File: config.mk
export PLATFORM = sky130hd
export DESIGN_NAME = companding_pcm_codec
export DESIGN_NICKNAME = d
export VERILOG_FILES = /design/src/inc/pcm_codec_pkg.sv /design/src/hdl/compand_encoder.sv /design/src/hdl/compand_decoder.sv /design/src/hdl/companding_pcm_codec.sv
export SDC_FILE = /design/constraint.sdc
export NUM_CORES = 2
export LEC_CHECK = 0
export ABC_CLOCK_PERIOD_IN_PS = 10500
export BUFFER_PORTS_ARGS = -buffer_cell sky130_fd_sc_hd__buf_2
export CORE_UTILIZATION = 48
export DETAILED_ROUTE_END_ITERATION = 8
export GPL_ROUTABILITY_DRIVEN = 0
export PLACE_DENSITY = 0.6
export SLEW_MARGIN = 20
export SYNTH_ARGS = -nofsm -noshare
export SYNTH_HDL_FRONTEND = slang
export SYNTH_SLANG_ARGS = --single-unit
File: constraint.sdc
create_clock -name CLK -period 10.5 [get_ports CLK]
set_input_delay 2.1 -clock CLK [delete_from_list [all_inputs] [get_ports CLK]]
set_output_delay 2.1 -clock CLK [all_outputs]
set_load 0.03 [all_outputs]
File: src/inc/pcm_codec_pkg.sv
// shared constants and carrier types for the companding pcm word codec
package pcm_codec_pkg;

  // word and sample widths
  localparam int LIN_W     = 14;
  localparam int SLOT_W    = 5;
  localparam int WORD_W    = 8;
  localparam int MAX_SLOTS = 32;
  localparam int N_CHORDS  = 8;

  // clipping magnitudes and chord geometry
  localparam logic [LIN_W-1:0] MU_CLIP       = 14'h1FDF;
  localparam logic [LIN_W-1:0] A_CLIP        = 14'h0FFF;
  localparam logic [LIN_W-1:0] CHORD_BIAS    = 14'h0021;
  localparam logic [LIN_W-1:0] A_CHORD1_LOW  = 14'h0020;
  localparam logic [LIN_W-1:0] A_CHORD2_LOW  = 14'h0040;
  localparam int               MU_CHORD_BASE = 5;
  localparam int               A_CHORD_BASE  = 4;

  // transmit inversion masks
  localparam logic [WORD_W-1:0] MU_MASK = 8'h7F;
  localparam logic [WORD_W-1:0] A_MASK  = 8'h55;

  // reference codes at the ends and centre of each law
  localparam logic [WORD_W-1:0] MU_POS_FULL = 8'h80;
  localparam logic [WORD_W-1:0] MU_POS_CTR  = 8'hFF;
  localparam logic [WORD_W-1:0] MU_NEG_CTR  = 8'h7F;
  localparam logic [WORD_W-1:0] MU_NEG_FULL = 8'h00;
  localparam logic [WORD_W-1:0] A_POS_FULL  = 8'hAA;
  localparam logic [WORD_W-1:0] A_POS_CTR   = 8'hD5;
  localparam logic [WORD_W-1:0] A_NEG_CTR   = 8'h55;
  localparam logic [WORD_W-1:0] A_NEG_FULL  = 8'h2A;

  // frame timing
  localparam int CLK_MHZ  = 20;
  localparam int FRAME_US = 125;
  localparam int BIT_NS   = 500;
  localparam int FRAME_CYC      = FRAME_US * CLK_MHZ;
  localparam int BIT_CYC        = BIT_NS * CLK_MHZ / 1000;
  localparam int BIT_MID        = BIT_CYC / 2;
  localparam int BITS_PER_FRAME = FRAME_CYC / BIT_CYC;
  localparam logic [SLOT_W-1:0] MU_SLOTS = 5'h18;
  localparam logic [SLOT_W-1:0] A_SLOTS  = 5'h1E;

  typedef struct packed {
    logic       sign;
    logic [2:0] chord;
    logic [3:0] step;
  } pcm_word_t;

  typedef struct packed {
    logic [SLOT_W-1:0]       slot;
    logic signed [LIN_W-1:0] value;
  } lin_sample_t;

endpackage

File: src/hdl/compand_encoder.sv
// linear sample to companded 8-bit word, combinational
`timescale 1ns/1ns
module compand_encoder
  import pcm_codec_pkg::*;
(
  // law choice
  input  wire logic                    law_a,
  // linear sample
  input  wire logic signed [LIN_W-1:0] value,
  // companded word before and after line inversion
  output pcm_word_t                    natural,
  output logic [WORD_W-1:0]            code
);

  logic [LIN_W-1:0] abs_v;
  logic [LIN_W-1:0] work;
  logic [2:0]       chord;
  logic [LIN_W-1:0] shifted;
  int               base;

  // clamp, bias and find the chord from the leading one
  always_comb begin
    // ones' complement magnitude: -1 lands in the innermost negative step,
    // which gives the second zero code and keeps both halves symmetric
    abs_v   = value[LIN_W-1] ? (~value) : value;
    base    = law_a ? A_CHORD_BASE : MU_CHORD_BASE;
    if (law_a) begin
      work = (abs_v > A_CLIP) ? A_CLIP : abs_v;
    end else begin
      work = ((abs_v > MU_CLIP) ? MU_CLIP : abs_v) + CHORD_BIAS;
      // the biased clip sits one past the top chord, so pin it to the top code
      if (work[LIN_W-1]) begin
        work = {1'b0, {(LIN_W-1){1'b1}}};
      end
    end
    chord = 3'h0;
    // eight chords per quadrant; a-law chords 0 and 1 share step width
    for (int s = 1; s < N_CHORDS; s++) begin
      if (work[base + s]) begin
        chord = 3'(s);
      end
    end
    if (law_a) begin
      shifted = work >> ((chord == 3'h0) ? 3'h1 : chord);
    end else begin
      shifted = work >> (4'(chord) + 4'h1);
    end
    natural.sign  = ~value[LIN_W-1];
    natural.chord = chord;
    natural.step  = shifted[3:0];
  end

  // line form: a-law inverts alternate bits, mu-law the magnitude
  assign code = natural ^ (law_a ? A_MASK : MU_MASK);

endmodule

File: src/hdl/compand_decoder.sv
// companded 8-bit word to interval midpoint, combinational
`timescale 1ns/1ns
module compand_decoder
  import pcm_codec_pkg::*;
(
  // law choice
  input  wire logic                    law_a,
  // received line word
  input  wire logic [WORD_W-1:0]       code,
  // natural word and reconstructed amplitude
  output pcm_word_t                    natural,
  output logic signed [LIN_W-1:0]      value
);

  logic [LIN_W-1:0] base_v;
  logic [LIN_W-1:0] mag;

  // rebuild the centre of the interval from chord and step
  always_comb begin
    natural = code ^ (law_a ? A_MASK : MU_MASK);
    base_v  = (LIN_W'(natural.step) << 1) + CHORD_BIAS;
    if (law_a) begin
      if (natural.chord == 3'h0) begin
        mag = (LIN_W'(natural.step) << 1) | 14'h0001;
      end else begin
        mag = base_v << (natural.chord - 3'h1);
      end
    end else begin
      mag = (base_v << natural.chord) - CHORD_BIAS;
    end
    value = natural.sign ? $signed(mag) : -$signed(mag);
  end

endmodule

File: src/hdl/companding_pcm_codec.sv
// companding pcm codec: sample intake, frame timing, tdm transmit and receive
`timescale 1ns/1ns
module companding_pcm_codec
  import pcm_codec_pkg::*;
(
  // clock and reset
  input  wire logic                  CLK,
  input  wire logic                  RST_B,
  // law select, high for a-law
  input  wire logic                  LAW_SEL,
  // linear sample intake
  input  wire logic                  SMP_VALID,
  output logic                       SMP_READY,
  input  pcm_codec_pkg::lin_sample_t SMP_IN,
  // tdm bus
  output logic                       FRAME_SYNC,
  output logic                       BIT_START,
  output logic                       TX_DATA,
  output logic                       TX_EN,
  input  wire logic                  RX_DATA,
  // decoded samples
  output logic                       DEC_VALID,
  output pcm_codec_pkg::lin_sample_t DEC_OUT
);

  logic [11:0]             frame_cnt_q;
  logic [3:0]              bit_div_q;
  logic [7:0]              bit_cnt_q;
  logic [7:0]              bit_cnt_d;
  logic                    frame_end;
  logic                    bit_tick;
  logic                    bit_mid;
  logic [SLOT_W-1:0]       n_slots;
  logic [SLOT_W-1:0]       cur_slot;
  logic [2:0]              cur_bit;
  logic [SLOT_W-1:0]       nxt_slot;
  logic [2:0]              nxt_bit;
  logic                    cur_active;
  logic                    nxt_active;
  logic                    take;
  logic [MAX_SLOTS-1:0]    taken_q;
  logic [WORD_W-1:0]       pending_q [MAX_SLOTS];
  logic [WORD_W-1:0]       tx_word_q [MAX_SLOTS];
  logic [WORD_W-1:0]       nxt_word;
  logic [WORD_W-1:0]       idle_code;
  pcm_word_t               enc_nat;
  logic [WORD_W-1:0]       enc_code;
  logic [WORD_W-2:0]       rx_shift_q;
  logic [WORD_W-1:0]       rx_word;
  pcm_word_t               dec_nat;
  logic signed [LIN_W-1:0] dec_value;
  logic                    frame_sync_q;
  logic                    bit_start_q;
  logic                    tx_data_q;
  logic                    tx_en_q;
  logic                    dec_valid_q;
  lin_sample_t             dec_out_q;
  logic [11:0]             gap_q;
  logic                    seen_sync_q;
  logic [7:0]              tx_bits_q;

  // law-dependent frame shape; slot count bounds every path
  assign n_slots   = LAW_SEL ? A_SLOTS : MU_SLOTS;
  assign idle_code = LAW_SEL ? A_POS_CTR : MU_POS_CTR;

  // timing decode
  assign frame_end  = (frame_cnt_q == 12'(FRAME_CYC - 1));
  assign bit_tick   = (bit_div_q == 4'(BIT_CYC - 1));
  assign bit_mid    = (bit_div_q == 4'(BIT_MID));
  assign bit_cnt_d  = (bit_cnt_q == 8'(BITS_PER_FRAME - 1)) ? 8'h00 : bit_cnt_q + 8'h01;
  assign cur_slot   = bit_cnt_q[7:3];
  assign cur_bit    = bit_cnt_q[2:0];
  assign nxt_slot   = bit_cnt_d[7:3];
  assign nxt_bit    = bit_cnt_d[2:0];
  assign cur_active = (cur_slot < n_slots);
  assign nxt_active = (nxt_slot < n_slots);

  // frame counter; reset lands on the last cycle so a frame starts at once
  always_ff @(posedge CLK or negedge RST_B) begin
    if (!RST_B) begin
      frame_cnt_q <= 12'(FRAME_CYC - 1);
    end else if (frame_end) begin
      frame_cnt_q <= 12'h000;
    end else begin
      frame_cnt_q <= frame_cnt_q + 12'h001;
    end
  end

  // bit divider; frame length is a whole number of bits so both wrap together
  always_ff @(posedge CLK or negedge RST_B) begin
    if (!RST_B) begin
      bit_div_q <= 4'(BIT_CYC - 1);
      bit_cnt_q <= 8'(BITS_PER_FRAME - 1);
    end else if (bit_tick) begin
      bit_div_q <= 4'h0;
      bit_cnt_q <= bit_cnt_d;
    end else begin
      bit_div_q <= bit_div_q + 4'h1;
    end
  end

  // sample intake: one per slot per frame, slots past the frame refused
  assign SMP_READY = (SMP_IN.slot < n_slots) && !taken_q[SMP_IN.slot];
  assign take      = SMP_VALID && SMP_READY;

  compand_encoder u_enc (
    .law_a   (LAW_SEL),
    .value   (SMP_IN.value),
    .natural (enc_nat),
    .code    (enc_code)
  );

  // taken flags clear at frame end, but a take in that cycle still sets
  always_ff @(posedge CLK or negedge RST_B) begin
    if (!RST_B) begin
      taken_q <= '0;
    end else begin
      for (int i = 0; i < MAX_SLOTS; i++) begin
        if (take && (SMP_IN.slot == SLOT_W'(i))) begin
          taken_q[i] <= 1'b1;
        end else if (frame_end) begin
          taken_q[i] <= 1'b0;
        end
      end
    end
  end

  // pending words fall back to the law's centre code at frame end; reset loads the mu-law centre code for both laws
  always_ff @(posedge CLK or negedge RST_B) begin
    if (!RST_B) begin
      for (int i = 0; i < MAX_SLOTS; i++) begin
        pending_q[i] <= MU_POS_CTR;
      end
    end else begin
      for (int i = 0; i < MAX_SLOTS; i++) begin
        if (take && (SMP_IN.slot == SLOT_W'(i))) begin
          pending_q[i] <= enc_code;
        end else if (frame_end) begin
          pending_q[i] <= idle_code;
        end
      end
    end
  end

  // frame-wide snapshot keeps a word steady while it is shifted out
  always_ff @(posedge CLK or negedge RST_B) begin
    if (!RST_B) begin
      for (int i = 0; i < MAX_SLOTS; i++) begin
        tx_word_q[i] <= MU_POS_CTR;
      end
    end else if (frame_end) begin
      for (int i = 0; i < MAX_SLOTS; i++) begin
        tx_word_q[i] <= pending_q[i];
      end
    end
  end

  // the first bit of a frame is read from pending, since the snapshot
  // is loaded on the same edge
  assign nxt_word = frame_end ? pending_q[nxt_slot] : tx_word_q[nxt_slot];

  // serial transmit, msb first, one word per active slot
  always_ff @(posedge CLK or negedge RST_B) begin
    if (!RST_B) begin
      tx_data_q <= 1'b0;
      tx_en_q   <= 1'b0;
    end else if (bit_tick) begin
      tx_data_q <= nxt_active ? nxt_word[3'(WORD_W - 1) - nxt_bit] : 1'b0;
      tx_en_q   <= nxt_active;
    end
  end

  // bus strobes, registered so they line up with the data
  always_ff @(posedge CLK or negedge RST_B) begin
    if (!RST_B) begin
      frame_sync_q <= 1'b0;
      bit_start_q  <= 1'b0;
    end else begin
      frame_sync_q <= frame_end;
      bit_start_q  <= bit_tick;
    end
  end

  // receive shift, sampled mid-bit for margin against skew
  always_ff @(posedge CLK or negedge RST_B) begin
    if (!RST_B) begin
      rx_shift_q <= '0;
    end else if (bit_mid && cur_active) begin
      rx_shift_q <= {rx_shift_q[WORD_W-3:0], RX_DATA};
    end
  end

  assign rx_word = {rx_shift_q, RX_DATA};

  compand_decoder u_dec (
    .law_a   (LAW_SEL),
    .code    (rx_word),
    .natural (dec_nat),
    .value   (dec_value)
  );

  // decoded sample leaves one cycle after the last bit is sampled
  always_ff @(posedge CLK or negedge RST_B) begin
    if (!RST_B) begin
      dec_valid_q <= 1'b0;
      dec_out_q   <= '0;
    end else if (bit_mid && cur_active && (cur_bit == 3'(WORD_W - 1))) begin
      dec_valid_q <= 1'b1;
      dec_out_q   <= '{slot: cur_slot, value: dec_value};
    end else begin
      dec_valid_q <= 1'b0;
    end
  end

  assign FRAME_SYNC = frame_sync_q;
  assign BIT_START  = bit_start_q;
  assign TX_DATA    = tx_data_q;
  assign TX_EN      = tx_en_q;
  assign DEC_VALID  = dec_valid_q;
  assign DEC_OUT    = dec_out_q;

  // helper counters watched only by the checks below
  always_ff @(posedge CLK or negedge RST_B) begin
    if (!RST_B) begin
      gap_q       <= 12'h000;
      seen_sync_q <= 1'b0;
      tx_bits_q   <= 8'h00;
    end else begin
      gap_q       <= frame_sync_q ? 12'h000 : gap_q + 12'h001;
      seen_sync_q <= seen_sync_q | frame_sync_q;
      tx_bits_q   <= (frame_sync_q ? 8'h00 : tx_bits_q) + 8'(bit_start_q && tx_en_q);
    end
  end

  a_sign_polarity: assert property (@(posedge CLK) disable iff (!RST_B)
    take |-> (enc_nat.sign == (SMP_IN.value >= 0)))
    else $error("polarity bit does not follow sample sign");

  a_inner_chords: assert property (@(posedge CLK) disable iff (!RST_B)
    take && LAW_SEL && (SMP_IN.value >= 0) && (SMP_IN.value < $signed(A_CHORD2_LOW)) |->
      (enc_nat.chord == ((SMP_IN.value < $signed(A_CHORD1_LOW)) ? 3'h0 : 3'h1)) &&
      (enc_nat.step == SMP_IN.value[4:1]))
    else $error("inner a-law segments coded wrongly");

  a_mu_ends: assert property (@(posedge CLK) disable iff (!RST_B)
    take && !LAW_SEL && ((SMP_IN.value >= $signed(MU_CLIP)) || (SMP_IN.value <= -$signed(MU_CLIP)))
      |-> (enc_code == ((SMP_IN.value > 0) ? MU_POS_FULL : MU_NEG_FULL)))
    else $error("mu-law full scale code wrong");

  a_mu_zero_codes: assert property (@(posedge CLK) disable iff (!RST_B)
    take && !LAW_SEL && ((SMP_IN.value == 0) || (SMP_IN.value == -1)) |->
      (enc_code == ((SMP_IN.value == 0) ? MU_POS_CTR : MU_NEG_CTR)))
    else $error("mu-law zero codes wrong");

  a_a_law_codes: assert property (@(posedge CLK) disable iff (!RST_B)
    take && LAW_SEL |->
      ((SMP_IN.value >= $signed(A_CLIP)) ? (enc_code == A_POS_FULL) :
       (SMP_IN.value <= -$signed(A_CLIP)) ? (enc_code == A_NEG_FULL) :
       (SMP_IN.value == 0) ? (enc_code == A_POS_CTR) :
       (SMP_IN.value == -1) ? (enc_code == A_NEG_CTR) : 1'b1))
    else $error("a-law reference code wrong");

  a_once_frame: assert property (@(posedge CLK) disable iff (!RST_B)
    take |=> taken_q[$past(SMP_IN.slot)] && (pending_q[$past(SMP_IN.slot)] == $past(enc_code)))
    else $error("sample not held as the channel's word for the frame");

  a_frame_period: assert property (@(posedge CLK) disable iff (!RST_B)
    FRAME_SYNC && seen_sync_q |-> (gap_q == 12'(FRAME_CYC - 1)))
    else $error("frame period is not 125 us");

  a_slot_total: assert property (@(posedge CLK) disable iff (!RST_B)
    $fell(TX_EN) |-> (tx_bits_q == {n_slots, 3'b000}))
    else $error("word count per frame wrong for the law");

  a_a_invert: assert property (@(posedge CLK) disable iff (!RST_B)
    take && LAW_SEL |-> ((enc_code ^ enc_nat) == A_MASK))
    else $error("a-law alternate bits not inverted");

  a_decode_mid: assert property (@(posedge CLK) disable iff (!RST_B)
    bit_mid && cur_active && (cur_bit == 3'(WORD_W - 1)) && LAW_SEL && (dec_nat.chord == 3'h0)
      |=> DEC_VALID && DEC_OUT.value[0])
    else $error("a-law inner step not decoded to its midpoint");

endmodule

==> impl_results.md <==
- Worst vdd ir: 135 uV
- Async S/R FF share, synth: 100%
- Average cell area after synthesis: 8.43 um^2
- Synthesized area: 0.0325 mm^2
- Largest net degree at the start of global routing: 173
- Count leader, synth: nand2_1
- Detailed-placement wirelength estimate: 61000 um
- Die Y: 262 um
- FP Rows: 95
- Synth Area in XOR/XNOR: 1.24%
- Via Count: 28500
- Fillers: 6234
- Total GRT Usage: 29.3%
- Final Setup Violations: 0
- Core area: 0.0670 mm^2
- Compound-Gate Fraction of Synth Area: between 10% and 20%
- Largest family of logic cells by synthesized area: simple AND/OR/NAND/NOR gates
- Final worst path period share: 72.0%
- CTS max path bufs: 3
- RSZ-0062 raised after global routing: no
- Clock transition at the registers of the reported paths: 0.06 ns
- GRT overflow: 0
- Largest cells by area after synthesis: dfstp_2, nand2_1, dfrtp_1
- CP delay by family, top: compound AO/OA/AOI/OAI gates
- Synth Area in Simple Gates: 25.5%
- Crit path kind: in -> reg
- First-pass GRT wire length: 160000 um
- Slowest-stage cell, CP: a32o_2
- PortBufs: 48
- Nets: 3763
- Yosys cell types: 93
- CP arrival: 8.06 ns
- Post-route ant nets: 0
- I/O Pins: 49
- # H-tree levels: 3
- DR vias/cell: 6.13
- Syn-to-layout area delta: 10.1%
- Worst Max-Slew Pin Slew: 1.20 ns
- Antenna violations before repair: 1
- Required @ worst endpoint: 11.00 ns
- # clock sinks: 599
- DR WL/cell: approximately 22 um
- Crit path buffers/inverters: 2
- Register area share after synthesis: 48.1%
- Syn. warnings: 0
- Pleak: 0.0147 uW
- CP peak stage delay: 0.73 ns
- Worst-Skew Late Latency: 0.61 ns
- CP Depth: 18
- DR DRC count: 0
- Mux cell area share after synthesis: 1.88%
- Post-synth EDFFs: 0
- DIE AREA: between 0.06 and 0.07 mm^2
- Seq cells post-synth: 599
- Final min period: 7.56 ns
- DR iter-0 viols: 2859
- Synth top area share: 42.5%
- Vias in the first global route: 27500
- Min-delay src: pending_q[254]$_DFFE_PN1P_
- Max-cap viol count: 0
- Worst-case clock skew: 0.0312 ns
- Worst reg2reg endpoint: TX_DATA$_DFFE_PN0P_
- FF-to-FF path depth: 13
- Critical path launch point type: input port
- Setup TNS: 0 ns
- Crit. Startpoint: SMP_IN[13]
- End point of the critical path: pending_q[18]$_DFFE_PN1P_
- Max Freq: 132 MHz
- CTS Root Cell: clkbuf_16
- Hold WC Path Type: reg -> reg
- Commonest cells post-synth: nand2_1, dfstp_2, clkbuf_1, nor3_1, a21oi_1
- Share of layout cells above drive strength 1: about 24%
- Status: completed
- Horiz. Die Dim: 262 um
- Post-CTS Setup Bufs: 0
- CTS resizes: 0
- Pwr Density: 179 mW/mm^2
- Hold Worst Slack: 0.453 ns
- CTS Buf Count: slightly above 70
- CP Max Fanout: 52
- Relative slew slack: 18.0%
- Post-synthesis adder-cell area fraction: 0.608%
- Cell taking the most area after synthesis: dfstp_2
- Clock tree from TritonCTS: done
- Slew Limit Fails: 0
- Reg2Reg Setup Slack: 5.34 ns
- Hold buffer count at cts: 0
- Worst-path cell chain: buf_2, buf_4, or4b_4, o22ai_2, nand3_1, nand2_1, ha_1, nor4b_1, a2bb2oi_1, and2_1, a21o_1, nand4bb_1, a22oi_4, o21a_1, mux2_1, a31oi_1, a32o_2, a21oi_1
- Initial core utilization: 48.5%
- Routed Wire Length: 102000 um
- Count of final hold-check violations: 0
- CP Capture Type: flip-flop
- Post-Syn Instances: 3856
- Reg2reg start: bit_cnt_q[1]$_DFFE_PN0P_
- Drt first pass iters: 6
- Syn_nets: 3895
- Post-synth top flop: dfstp_2
==> registers in the layout (all words and copies together), names as in the netlist <==
register     cells
frame_cnt_q     12
DEC_OUT         19
DEC_VALID        1
tx_word_q      256
bit_cnt_q        8
bit_div_q        4
taken_q         32
pending_q      256
BIT_START        1
TX_EN            1
rx_shift_q       7
TX_DATA          1
FRAME_SYNC       1
==> worst min path at each step <==
stage | slack (ns) | endpoint | cells past startpoint
2_1_floorplan | 0.44 | tx_word_q[120]$_DFFE_PN1P_ | 2
3_3_place_gp | 0.44 | tx_word_q[191]$_DFFE_PN1P_ | 2
3_5_place_dp | 0.45 | tx_word_q[47]$_DFFE_PN1P_ | 2
4_1_cts | 0.44 | tx_word_q[182]$_DFFE_PN1P_ | 2
5_1_grt | 0.46 | tx_word_q[182]$_DFFE_PN1P_ | 2
6_report | 0.45 | tx_word_q[254]$_DFFE_PN1P_ | 2
==> layer usage <==
| metal | share of wire, % | track usage [%] |
|---|---|---|
| met2 | 46 | 47.5 |
| met5 | 0 | 0 |
| met3 | 6.7 | 4.35 |
| met4 | 2.7 | 9.13 |
| met1 | 44 | 40.5 |
==> cells by family (layout without fill, tap and decap cells) <==
group                    Yosys count  count (layout)
flip-flops                       599             599
other                              0               1
adder cells (fa/ha/maj)           16              16
multiplexers                      46              46
AND/OR/NAND/NOR                 1937            1937
XOR/XNOR                          46              46
AO/OA/AOI/OAI                    850             850
buffers and inverters            362             287
==> tightest hold or removal path, delay by kind of cell, from the launching register on <==
kind | cells | cell delay (ns)
DFF | 1 | 0.38
and+or+nand+nor | 2 | 0.09
==> placed cells by master, fill, tap and decap left out, types with 32 or more instances in the layout <==
master / n
nand3_1: 104
a311oi_1: 60
o21ai_0: 123
a221oi_1: 47
buf_4: 74
a31oi_1: 40
dfrtp_1: 73
a21oi_2: 61
nor3_1: 257
xnor2_1: 32
nand2_1: 1271
nor2_1: 101
a21o_1: 40
a21oi_1: 221
and3_1: 82
a211oi_1: 127
buf_2: 47
clkbuf_16: 76
dfstp_2: 526
==> where the power goes <==
group | total, uW | internal (uW) | switching, uW
Clock | 2590 | 1580 | 1000
Combinational | 821 | 357 | 464
Sequential | 2990 | 2770 | 221
==> through the flow <==
step / instance area, um^2 / instances / total power, uW / util [%] / setup slack, ns
finish: 35800 / 4655 / 6390 / 53.4 / 2.94
global route: 35800 / 4654 / 6670 / 53.4 / 2.49
CTS: 35800 / 4654 / 6430 / 53.4 / 3.05
detailed placement: 33300 / 4524 / 3820 / 49.7 / 2.41
global placement: 33300 / 4524 / 3790 / 49.7 / 2.73
floorplan: 32500 / 3856 / 3570 / - / 4.21
==> layout make-up <==
cell class | instances | area [um^2] | share of cell area [%]
diodes | 1 | 2.50 | 0.00699
inverters | 29 | 116 | 0.325
flip-flops and latches | 599 | 15600 | 43.7
repair buffers | 128 | 917 | 2.56
clock inverters | 20 | 262 | 0.731
clock buffers | 110 | 2220 | 6.20
multi-input cells | 2895 | 15500 | 43.4
well taps | 873 | 1090 | 3.05
Note: power is estimated with default switching activity, not from simulation.
